**src/logic/pic_pkg.sv**
```systemverilog
package pic_pkg;

  // ************************************************************
  // register map (byte addresses on the i/o bus)
  // ************************************************************
  localparam logic [15:0] PIC_ADR_PRIO_A    = 16'hff20;
  localparam logic [15:0] PIC_ADR_PRIO_B    = 16'hff21;
  localparam logic [15:0] PIC_ADR_EN_TB     = 16'hff22;
  localparam logic [15:0] PIC_ADR_EN_SER    = 16'hff23;
  localparam logic [15:0] PIC_ADR_EN_KEY    = 16'hff24;
  localparam logic [15:0] PIC_ADR_EN_TLO    = 16'hff25;
  localparam logic [15:0] PIC_ADR_FL_TB     = 16'hff26;
  localparam logic [15:0] PIC_ADR_FL_SER    = 16'hff27;
  localparam logic [15:0] PIC_ADR_FL_KEY    = 16'hff28;
  localparam logic [15:0] PIC_ADR_FL_TLO    = 16'hff29;
  localparam logic [15:0] PIC_ADR_PRIO_C    = 16'hff2a;
  localparam logic [15:0] PIC_ADR_EN_THI    = 16'hff2c;
  localparam logic [15:0] PIC_ADR_FL_THI    = 16'hff2e;
  localparam logic [15:0] PIC_ADR_CPU_MODE  = 16'hff00;
  localparam logic [15:0] PIC_ADR_STK_PAGE  = 16'hff01;

  // ************************************************************
  // implemented-bit masks; other bits read zero
  // ************************************************************
  localparam logic [7:0] PIC_MASK_FULL  = 8'hff;
  localparam logic [7:0] PIC_MASK_PRB   = 8'h3f;
  localparam logic [7:0] PIC_MASK_TB    = 8'h7f;
  localparam logic [7:0] PIC_MASK_SER   = 8'h3f;
  localparam logic [7:0] PIC_MASK_PRC   = 8'h0f;
  localparam logic [7:0] PIC_RST_VAL    = 8'h00;

  // ************************************************************
  // field positions in the priority registers
  // ************************************************************
  localparam int PIC_POS_TICK   = 0;  // prio a
  localparam int PIC_POS_STOPW  = 2;
  localparam int PIC_POS_SER0   = 4;
  localparam int PIC_POS_KEY    = 6;
  localparam int PIC_POS_SER1   = 0;  // prio b
  localparam int PIC_POS_TMR10  = 2;
  localparam int PIC_POS_TMR32  = 4;
  localparam int PIC_POS_TMR54  = 0;  // prio c
  localparam int PIC_POS_TMR76  = 2;

  // request groups, in fixed order of the request output vector
  localparam int PIC_NGRP = 9;

endpackage

```
**src/logic/pic_flag_if.sv**
```systemverilog
// carries one flag register's events, clear write and state between the top and a flag bank
interface pic_flag_if;
  logic [7:0] set_ev;   // hardware event pulses
  logic       wr_clr;   // write strobe to the flag address
  logic [7:0] wr_data;  // written byte, ones clear
  logic [7:0] flags;    // current flag state
  modport bank (input set_ev, input wr_clr, input wr_data, output flags);
  modport ctrl (output set_ev, output wr_clr, output wr_data, input flags);
endinterface

```
**src/logic/pic_flag_bank.sv**
```systemverilog
// sticky factor flags, write one to clear, set beats clear
module pic_flag_bank
  import pic_pkg::*;
#(
  parameter logic [7:0] MASK = 8'hff
)
(
  input  wire logic clk,  // system clock
  input  wire logic rst,  // async reset, active high
  input  wire logic ce,   // clock enable
  pic_flag_if.bank  fb    // flag port
);

  logic [7:0] flag_q;
  logic [7:0] flag_d;

  // ************************************************************
  // flag update
  // ************************************************************
  // an event in the clearing cycle must survive, so set is or-ed last
  always_comb
  begin
    flag_d = flag_q;
    if (fb.wr_clr)
      flag_d = flag_d & ~fb.wr_data;
    flag_d = (flag_d | fb.set_ev) & MASK;
  end

  always_ff @(posedge clk or posedge rst)
  begin
    if (rst)
      flag_q <= PIC_RST_VAL;
    else if (ce)
      flag_q <= flag_d;
  end

  assign fb.flags = flag_q;
endmodule

```
**src/logic/pic_top.sv**
```systemverilog
// Function
// - clock timer has flags for 32, 8, 2 and 1 Hz intervals.
// - stopwatch has flags for 100, 10 and 1 Hz intervals.
// - each serial channel has error, receive and transmit flags.
// - eight key line flags packed in one register.
// - timers 0-3 have underflow (even bit) and compare flags.
// - flags read one when set, write one clears, zero after reset.
// - priority fields are two bits, value equals level, reset zero.
// - key lines share one priority field in the top two bits.
// - stopwatch and clock timer priority fields in low bits of first register.
// - serial channel 1 has its own priority field for all causes.
// - timers 3-2 and 1-0 share priority fields in pairs.
// - timers 7-6 and 5-4 share fields; upper nibble reads zero.
// - each clock and stopwatch interval has an enable, reset zero.
// - each serial cause has an enable bit, reset zero.
// - each timer 0-3 underflow and compare has an enable.
// - timers 4-7 causes have enables in a dedicated register.
// - timers 4-7 flags sit in their own register, write one clears.
// - all interrupts blocked until mode and stack page registers written.
module pic_top
  import pic_pkg::*;
(
  input  wire logic        clk,         // system clock, 25 MHz
  input  wire logic        rst,         // async reset, active high
  input  wire logic        ce,          // clock enable, freezes state when low
  input  wire logic [15:0] addr,        // i/o address
  input  wire logic        wr,          // write strobe, one cycle
  input  wire logic        rd,          // read strobe
  input  wire logic [7:0]  wdata,       // write data
  output logic      [7:0]  rdata,       // registered read data
  input  wire logic [3:0]  tick_ev,     // clock timer 1,2,8,32 Hz events
  input  wire logic [2:0]  stopw_ev,    // stopwatch 1,10,100 Hz events
  input  wire logic [5:0]  ser_ev,      // serial causes, flag-register order
  input  wire logic [7:0]  key_ev,      // key input line events
  input  wire logic [7:0]  tmr_lo_ev,   // timers 0-3 under/match events
  input  wire logic [7:0]  tmr_hi_ev,   // timers 4-7 under/match events
  output logic             irq,         // an enabled request is pending
  output logic      [1:0]  irq_level,   // highest level among pending groups
  output logic      [8:0]  grp_req      // per-group pending request
);

  // ************************************************************
  // register storage
  // ************************************************************
  logic [7:0] prio_a_q;
  logic [7:0] prio_b_q;
  logic [7:0] prio_c_q;
  logic [7:0] en_tb_q;
  logic [7:0] en_ser_q;
  logic [7:0] en_key_q;
  logic [7:0] en_tlo_q;
  logic [7:0] en_thi_q;
  logic       mode_seen_q;
  logic       page_seen_q;
  logic       unlock;
  logic [7:0] rdata_d;

  pic_flag_if f_tb ();
  pic_flag_if f_ser ();
  pic_flag_if f_key ();
  pic_flag_if f_tlo ();
  pic_flag_if f_thi ();

  function automatic logic hit(input logic [15:0] a);
    hit = wr && (addr == a);
  endfunction

  // ************************************************************
  // priority registers
  // ************************************************************
  // unused bits are masked at write time so they can never hold a one
  always_ff @(posedge clk or posedge rst)
  begin
    if (rst)
    begin
      prio_a_q <= PIC_RST_VAL;
      prio_b_q <= PIC_RST_VAL;
      prio_c_q <= PIC_RST_VAL;
    end
    else if (ce)
    begin
      if (hit(PIC_ADR_PRIO_A))
        prio_a_q <= wdata;
      if (hit(PIC_ADR_PRIO_B))
        prio_b_q <= wdata & PIC_MASK_PRB;
      if (hit(PIC_ADR_PRIO_C))
        prio_c_q <= wdata & PIC_MASK_PRC;
    end
  end

  // ************************************************************
  // enable registers
  // ************************************************************
  always_ff @(posedge clk or posedge rst)
  begin
    if (rst)
    begin
      en_tb_q  <= PIC_RST_VAL;
      en_ser_q <= PIC_RST_VAL;
      en_key_q <= PIC_RST_VAL;
      en_tlo_q <= PIC_RST_VAL;
      en_thi_q <= PIC_RST_VAL;
    end
    else if (ce)
    begin
      if (hit(PIC_ADR_EN_TB))
        en_tb_q <= wdata & PIC_MASK_TB;
      if (hit(PIC_ADR_EN_SER))
        en_ser_q <= wdata & PIC_MASK_SER;
      if (hit(PIC_ADR_EN_KEY))
        en_key_q <= wdata;
      if (hit(PIC_ADR_EN_TLO))
        en_tlo_q <= wdata;
      if (hit(PIC_ADR_EN_THI))
        en_thi_q <= wdata;
    end
  end

  // ************************************************************
  // unlock after reset
  // ************************************************************
  // the two cpu registers live elsewhere; we only watch their writes
  always_ff @(posedge clk or posedge rst)
  begin
    if (rst)
    begin
      mode_seen_q <= 1'b0;
      page_seen_q <= 1'b0;
    end
    else if (ce)
    begin
      if (hit(PIC_ADR_CPU_MODE))
        mode_seen_q <= 1'b1;
      if (hit(PIC_ADR_STK_PAGE))
        page_seen_q <= 1'b1;
    end
  end

  assign unlock = mode_seen_q && page_seen_q;

  // ************************************************************
  // flag banks
  // ************************************************************
  // event bit order follows the flag register layout
  assign f_tb.set_ev  = {1'b0, stopw_ev[2], stopw_ev[1], stopw_ev[0],
                         tick_ev[3], tick_ev[2], tick_ev[1], tick_ev[0]};
  assign f_ser.set_ev = {2'b00, ser_ev};
  assign f_key.set_ev = key_ev;
  assign f_tlo.set_ev = tmr_lo_ev;
  assign f_thi.set_ev = tmr_hi_ev;

  // spelled out: a continuous assign only wakes on its operands, not on what a function reads
  assign f_tb.wr_clr  = wr && (addr == PIC_ADR_FL_TB);
  assign f_ser.wr_clr = wr && (addr == PIC_ADR_FL_SER);
  assign f_key.wr_clr = wr && (addr == PIC_ADR_FL_KEY);
  assign f_tlo.wr_clr = wr && (addr == PIC_ADR_FL_TLO);
  assign f_thi.wr_clr = wr && (addr == PIC_ADR_FL_THI);

  assign f_tb.wr_data  = wdata;
  assign f_ser.wr_data = wdata;
  assign f_key.wr_data = wdata;
  assign f_tlo.wr_data = wdata;
  assign f_thi.wr_data = wdata;

  pic_flag_bank #(.MASK(PIC_MASK_TB))   u_fl_tb  (.clk(clk), .rst(rst), .ce(ce), .fb(f_tb));
  pic_flag_bank #(.MASK(PIC_MASK_SER))  u_fl_ser (.clk(clk), .rst(rst), .ce(ce), .fb(f_ser));
  pic_flag_bank #(.MASK(PIC_MASK_FULL)) u_fl_key (.clk(clk), .rst(rst), .ce(ce), .fb(f_key));
  pic_flag_bank #(.MASK(PIC_MASK_FULL)) u_fl_tlo (.clk(clk), .rst(rst), .ce(ce), .fb(f_tlo));
  pic_flag_bank #(.MASK(PIC_MASK_FULL)) u_fl_thi (.clk(clk), .rst(rst), .ce(ce), .fb(f_thi));

  // ************************************************************
  // read mux
  // ************************************************************
  // unmapped addresses read zero; read data is registered
  always_comb
  begin
    unique case (addr)
      PIC_ADR_PRIO_A: rdata_d = prio_a_q;
      PIC_ADR_PRIO_B: rdata_d = prio_b_q;
      PIC_ADR_PRIO_C: rdata_d = prio_c_q;
      PIC_ADR_EN_TB:  rdata_d = en_tb_q;
      PIC_ADR_EN_SER: rdata_d = en_ser_q;
      PIC_ADR_EN_KEY: rdata_d = en_key_q;
      PIC_ADR_EN_TLO: rdata_d = en_tlo_q;
      PIC_ADR_EN_THI: rdata_d = en_thi_q;
      PIC_ADR_FL_TB:  rdata_d = f_tb.flags;
      PIC_ADR_FL_SER: rdata_d = f_ser.flags;
      PIC_ADR_FL_KEY: rdata_d = f_key.flags;
      PIC_ADR_FL_TLO: rdata_d = f_tlo.flags;
      PIC_ADR_FL_THI: rdata_d = f_thi.flags;
      default:        rdata_d = 8'h00;
    endcase
  end

  always_ff @(posedge clk or posedge rst)
  begin
    if (rst)
      rdata <= 8'h00;
    else if (ce && rd)
      rdata <= rdata_d;
  end

  // ************************************************************
  // request generation
  // ************************************************************
  // groups: 0 tick, 1 stopw, 2 ser0, 3 ser1, 4 key, 5 tmr10, 6 tmr32, 7 tmr54, 8 tmr76
  logic [8:0]       pend;
  logic [1:0]       lvl [PIC_NGRP];
  logic [7:0]       act_tb;
  logic [7:0]       act_ser;
  logic [7:0]       act_tlo;
  logic [7:0]       act_thi;

  assign act_tb  = f_tb.flags  & en_tb_q;
  assign act_ser = f_ser.flags & en_ser_q;
  assign act_tlo = f_tlo.flags & en_tlo_q;
  assign act_thi = f_thi.flags & en_thi_q;

  assign pend[0] = |act_tb[3:0];
  assign pend[1] = |act_tb[6:4];
  assign pend[2] = |act_ser[2:0];
  assign pend[3] = |act_ser[5:3];
  assign pend[4] = |(f_key.flags & en_key_q);
  assign pend[5] = |act_tlo[3:0];
  assign pend[6] = |act_tlo[7:4];
  assign pend[7] = |act_thi[3:0];
  assign pend[8] = |act_thi[7:4];

  assign lvl[0] = prio_a_q[PIC_POS_TICK  +: 2];
  assign lvl[1] = prio_a_q[PIC_POS_STOPW +: 2];
  assign lvl[2] = prio_a_q[PIC_POS_SER0  +: 2];
  assign lvl[3] = prio_b_q[PIC_POS_SER1  +: 2];
  assign lvl[4] = prio_a_q[PIC_POS_KEY   +: 2];
  assign lvl[5] = prio_b_q[PIC_POS_TMR10 +: 2];
  assign lvl[6] = prio_b_q[PIC_POS_TMR32 +: 2];
  assign lvl[7] = prio_c_q[PIC_POS_TMR54 +: 2];
  assign lvl[8] = prio_c_q[PIC_POS_TMR76 +: 2];

  // highest level wins; a level field of zero still requests (cpu masks it)
  always_comb
  begin
    irq_level = 2'b00;
    for (int g = 0; g < PIC_NGRP; g++)
      if (pend[g] && unlock && (lvl[g] > irq_level))
        irq_level = lvl[g];
  end

  assign grp_req = unlock ? pend : 9'h000;
  assign irq     = |grp_req;
endmodule

```
**config.mk**
```make
export PLATFORM = sky130hd
export DESIGN_NAME = pic_top
export DESIGN_NICKNAME = d
export VERILOG_FILES = /design/src/logic/pic_pkg.sv /design/src/logic/pic_flag_if.sv /design/src/logic/pic_flag_bank.sv /design/src/logic/pic_top.sv
export SDC_FILE = /design/constraint.sdc
export NUM_CORES = 1
export LEC_CHECK = 0
export ABC_AREA = 1
export BUFFER_PORTS_ARGS = -buffer_cell sky130_fd_sc_hd__clkbuf_2
export CAP_MARGIN = 10
export CORE_MARGIN = 1
export CORE_UTILIZATION = 47
export DETAILED_ROUTE_END_ITERATION = 6
export GPL_ROUTABILITY_DRIVEN = 0
export PLACE_DENSITY = 0.68
export SYNTH_ARGS = -nofsm -noshare
export SYNTH_HDL_FRONTEND = slang
export SYNTH_HIERARCHICAL = 1
export SYNTH_SLANG_ARGS = --single-unit
```
**constraint.sdc**
```tcl
create_clock -name clk -period 14 [get_ports clk]
set_input_delay 2.8 -clock clk [delete_from_list [all_inputs] [get_ports clk]]
set_output_delay 2.8 -clock clk [all_outputs]
set_load 0.005 [all_outputs]
```
==> results of run 1 <==
==> path summary, 6_finish.rpt <==
| check | endpoint | slack (ns) |
|---|---|---|
| worst max-delay path | irq_level[0] | 3.40 |
| worst min-delay path | page_seen_q$_DFFE_PP0P_ | 0.47 |
| worst max register to register | rdata[2]$_DFFE_PP0P_ | 12.40 |
| worst min register to register | page_seen_q$_DFFE_PP0P_ | 0.47 |
| max in group asynchronous | prio_c_q[2]$_DFFE_PP0P_ | 10.62 |
| min in group asynchronous | u_fl_ser/fb.flags[1]$_DFFE_PP0P_ | 2.47 |
==> placed cells by master (no fill, tap or decap), drive strengths merged, types with 2 or more instances in the layout <==
master / n
nand2: 271
inv: 109
dfrtp: 102
clkbuf: 95
nand3: 92
o21ai: 81
nor2: 38
o22ai: 23
nor3: 12
nor4: 11
ha: 10
a21oi: 9
nand4: 6
a311oi: 5
buf: 5
a32o: 4
clkinv: 4
o211ai: 3
conb: 3
o21bai: 2
a21o: 2
or2: 2
==> layer usage <==
layer	part of all wire [%]	wire, um
met5	0	0
met4	3.2	596
met1	43	7950
met2	45	8350
met3	8.0	1460
==> stage by stage <==
step | total power [mW] | worst slack (ns) | util [%] | instances | area (um2)
after global routing | 0.609 | 2.53 | 54.7 | 1068 | 6880
after detailed placement | 0.337 | 3.85 | 52.3 | 1052 | 6570
after CTS | 0.595 | 3.46 | 54.7 | 1068 | 6880
final | 0.592 | 3.40 | 54.7 | 1068 | 6880
after floorplan | 0.318 | 4.49 | - | 814 | 6060
after global placement | 0.337 | 4.10 | 52.3 | 1052 | 6570
==> flip-flops by register name, indices dropped and copies added, names as in the netlist, 4 cells and up <==
signal             flops
en_tb_q                7
rdata                  8
en_key_q               8
u_fl_tlo/fb.flags      8
en_tlo_q               8
prio_b_q               6
prio_c_q               4
u_fl_key/fb.flags      8
u_fl_tb/fb.flags       7
en_ser_q               6
en_thi_q               8
prio_a_q               8
u_fl_thi/fb.flags      8
u_fl_ser/fb.flags      6
==> final cells by class <==
type	instances	area (um2)
inverter	109	410
sequential	102	2550
clock inverter	6	68.8
clock buffer	10	239
timing repair buffer	90	463
tap	172	215
multi-input combinational	579	2930
fill	1250	5690
==> power groups by stage <==
stage / clock (mW) / combinational (mW) / sequential [mW]
after CTS: 0.264 / 0.0368 / 0.294
final: 0.260 / 0.0368 / 0.295
after global routing: 0.274 / 0.0410 / 0.294
after global placement: 0 / 0.0366 / 0.300
after detailed placement: 0 / 0.0366 / 0.300
after floorplan: 0 / 0.0176 / 0.300
==> critical path, delay by kind of cell (launching register included) <==
| kind | cells | cell delay [ns] |
|---|---|---|
| compound gates | 7 | 0.78 |
| fa+ha+maj | 8 | 2.11 |
| buf+inv | 9 | 0.53 |
| flops | 1 | 0.41 |
| simple gates | 37 | 3.60 |
==> flow_summary.yaml, run 1 <==
hold_path:
  holdCritStartpoint: "page_seen_q$_DFFE_PP0P_"
  hp-class: "register to register"
  holdPathStages: 2
cts:
  cts.path.max_buffers: 2
  cts_resized: 0
  post_cts.repair.setup_buffers: 0
  cts_buffers: 9
  clk_pin_slew_ns: 0.07
  cts_hold_buf: 0
  clock-root-buffer: "clkbuf_16"
  cts-htree-levels: 3
  clkSinkCount: 102
  insertion_delay_ns: 0.36
  cts_tree: "yes"
global_routing:
  grt.busiest_layer: "met2"
  use_met3_pct: 5.70
  grt_pass1_vias: 5420
  grt_use_total_pct: 29.5
  globalRouteMet1Util_pct: 39.3
  grt_first_pass_wirelength_um: 29100
  met2_usage_pct: 47.6
  antenna_found_initial: 0
  overflow: 0
  grt_max_degree: 79
detailed_routing:
  drt_iter0_drc: 571
  first_pass_iters: 5
  drc_errors: 0
  viasPerCell: 5.46
  wl_per_cell_um: 17.2
  routed_wl_um: 18400
  ant_nets: 0
  vias: 5831
status:
  status: "complete, no violations"
floorplanning:
  coreArea_um2: 12600
  die_w_um: 116
  dieArea_um2: 13300
  ios: 86
  rows: 41
  start_util_pct: 48.2
  die_h_um: 116
sta:
  grt_setup_unrepaired: "false"
  tns_ns: 0
  final_max_slew_viol_count: 0
  fin_hold_ws_ns: 0.471
  max_freq_mhz: 94.4
  setup_viol: 0
  skew_ns: 0.00828
  final_hold_viol_count: 0
  period_needed_ns: 10.60
  slew_headroom_pct: 22.2
  tightest_slew_ns: 1.16
  fin_crit_sh_pct: 75.7
place:
  io_buffers: 85
  post-dp-hpwl_um: 13700
critical_path:
  path_common_cell: "nand2_1"
  cp_data_required_time_ns: 11.20
  worstSetupPathType: "register to primary output"
  cp_slowest_cell: "dfrtp_1"
  crit_arrival_ns: 7.80
  cp_max_fo: 4
  start_kind: "register"
  cp-end-kind: "primary output"
  ff2ff_path_depth: 5
  rr_startpoint: "u_fl_tb/fb.flags[2]$_DFFE_PP0P_"
  crit_path_start: "u_fl_tb/fb.flags[3]$_DFFE_PP0P_"
  slowest_delay_ns: 0.41
layout:
  diodes: 0
  area_growth_pct: 13.6
  drive_above_1_share_pct: 17.5
  final_nets: 967
synthesis:
  yosys_warnings: 6
  synth.avg_cell_area_um2: 7.45
  syn_area_um2: 6050
  synth_cells: 813
pwr:
  seq_power_share_pct: 49.8
  peakVddDrop_v: 0.0000652
  power_leakage_nw: 3.49
  p_int_uw: 448
  p_sw_share_pct: 24.2
  power.switching_uw: 143
  pwr-share-comb_pct: 6.2
  clkPwrFrac_pct: 44.0
  p_per_area_nw_per_um2: 86.1
run:
  cap_viol_max_count: 0
Power figures use the tool's default switching activity.
==> inputs of run 2 (changes only) <==
--- a/config.mk
+++ b/config.mk
@@ -5,7 +5,7 @@
 export SDC_FILE = /design/constraint.sdc
 export NUM_CORES = 1
 export LEC_CHECK = 0
-export ABC_AREA = 1
+export ABC_AREA = 0
 export BUFFER_PORTS_ARGS = -buffer_cell sky130_fd_sc_hd__clkbuf_2
 export CAP_MARGIN = 10
 export CORE_MARGIN = 1
==> constraint.sdc (replaced) <==
create_clock -name clk -period 10.67 [get_ports clk]
set_input_delay 2.134 -clock clk [delete_from_list [all_inputs] [get_ports clk]]
set_output_delay 2.134 -clock clk [all_outputs]
set_load 0.005 [all_outputs]
==> flow_summary.yaml, run 2 <==
layout:
  n_fill_cell: 958
  fin_cells: 773
  layout.cells.most_common: "dfrtp_1"
  final_cell_mix: "dfrtp_1, clkbuf_2, mux2_2"
  final_util_pct: 60.2
  diodes: 0
  final_nets: 704
  final_area_um2: 6880
  area_growth_pct: 24.5
  drive_above_1_share_pct: 43.8
cts:
  cts_hold_buf: 0
  clock-root-buffer: "clkbuf_16"
  clk_pin_slew_ns: 0.07
  cts_tree: "yes"
  clkSinkCount: 102
  insertion_delay_ns: 0.34
  cts.path.max_buffers: 2
  cts_buffers: 9
  cts-htree-levels: 3
pwr:
  p_int_uw: 594
  clkPwrFrac_pct: 43.8
  power_leakage_nw: 3.17
  pwr-share-comb_pct: 5.1
  power.switching_uw: 162
  p_sw_share_pct: 21.5
  peakVddDrop_v: 0.000104
  p_per_area_nw_per_um2: 110
  seq_power_share_pct: 51.1
detailed_routing:
  viasPerCell: 6.51
  wl_per_cell_um: 23.1
  vias: 5036
  drt_iter0_drc: 638
  routed_wl_um: 17800
  first_pass_iters: 6
  ant_nets: 0
  drc_errors: 0
floorplanning:
  coreArea_um2: 11400
  dieArea_um2: 12200
  start_util_pct: 48.4
  rows: 39
  die_w_um: 110
  ios: 86
  die_h_um: 110
place:
  dp_slack_ns: -0.617
  post-dp-hpwl_um: 12900
  placed_area_um2: 6280
  io_buffers: 85
  dp_cells: 748
status:
  failed_checks: "negative setup slack"
  status: "finished with violations"
sta:
  max_freq_mhz: 89.5
  tightest_slew_ns: 1.06
  skew_ns: 0.00856
  fin_ws_ns: -0.508
  final_max_slew_viol_count: 0
  grt_setup_unrepaired: "true"
  final_hold_viol_count: 0
  fin_crit_sh_pct: 105
  slew_headroom_pct: 29.1
  setup_viol: 2
  period_needed_ns: 11.18
synthesis:
  syn_area_um2: 5520
  yosys_warnings: 6
  synth_cells: 498
  synth.avg_cell_area_um2: 11.1
hold_path:
  holdPathStages: 1
  min_to: "rdata[0]$_DFFE_PP0P_"
  holdCritStartpoint: "rdata[0]$_DFFE_PP0P_"
  hp-class: "register to register"
critical_path:
  path_common_cell: "ha_4"
  slowest_delay_ns: 0.40
  cp_max_fo: 3
  worstSetupPathType: "register to primary output"
  cp-end-kind: "primary output"
  cp_slowest_cell: "dfrtp_1"
  ff2ff_path_depth: 4
  reg2reg_to: "rdata[3]$_DFFE_PP0P_"
  start_kind: "register"
  crit_arrival_ns: 9.04
  rr_startpoint: "prio_a_q[3]$_DFFE_PP0P_"
  reg2reg_slack_ns: 9.13
  cp_data_required_time_ns: 8.54
global_routing:
  grt_max_degree: 77
  overflow: 0
  antenna_found_initial: 0
  grt_first_pass_wirelength_um: 27800
  grt_use_total_pct: 29.8
  grt_pass1_vias: 4909
run:
  cap_viol_max_count: 0
==> run 2: cell type report <==
class	count	area [um2]	area share, %
sequential	102	2550	37.1
timing repair buffer	133	786	11.4
multi-input combinational	358	2970	43.2
inverter	24	90.1	1.31
clock buffer	12	267	3.88
clock inverter	1	30.0	0.437
tap	143	179	2.60
==> run 2: layer usage <==
metal / GRT usage [%] / wire [um] / up-vias
li1: - / - / 2204
met1: 39.9 / 7390 / 2518
met2: 48.1 / 8430 / 265
met3: 6.48 / 1440 / 49
met4: 9.60 / 564 / 0
met5: 0 / 0 / -
==> run 2: how the worst max path moves through the flow <==
stage	from	to	slack (ns)	depth (start not counted)
final	en_tb_q[0]$_DFFE_PP0P_	irq_level[0]	-0.51	51
after detailed placement	en_tb_q[2]$_DFFE_PP0P_	irq_level[0]	-0.62	50
after global routing	en_tb_q[0]$_DFFE_PP0P_	irq_level[0]	-1.02	51
after global placement	en_tb_q[0]$_DFFE_PP0P_	irq_level[0]	-0.14	50
after CTS	u_fl_tb/fb.flags[0]$_DFFE_PP0P_	irq_level[0]	-0.44	49
after floorplan	en_tb_q[2]$_DFFE_PP0P_	irq_level[0]	0.11	50
==> run 2: stage by stage <==
step	power [mW]	setup TNS (ns)	hold slack [ns]
after floorplan	0.408	0	0.474
after global placement	0.431	-0.241	0.462
after detailed placement	0.432	-1.22	0.468
after CTS	0.760	-0.855	0.482
after global routing	0.780	-2.03	0.492
final	0.757	-0.990	0.480
==> run 2: critical path: cells and delay by family (launching register included) <==
kind                       cells  cell delay (ns)
adders and majority gates      9             2.39
buffers and inverters          4             0.42
and+or+nand+nor               16             2.27
DFF                            1             0.40
AOI/OAI and AO/OA             21             2.93
muxes                          1             0.26
==> run 2: timing repair <==
| item | in CTS | in global routing |
|---|---|---|
| cloned | 0 | 0 |
| resized for setup | 20 | 24 |
| pin swaps | 19 | 31 |
| endpoints found under the setup margin | 2 | 2 |
| buffers inserted | 7 | 5 |
==> run 2: power groups by stage <==
stage	Sequential (mW)	Clock, mW	Combinational (mW)
after floorplan	0.394	0	0.0138
after global placement	0.394	0	0.0375
after detailed placement	0.394	0	0.0385
after CTS	0.387	0.335	0.0386
after global routing	0.386	0.352	0.0423
final	0.387	0.331	0.0386
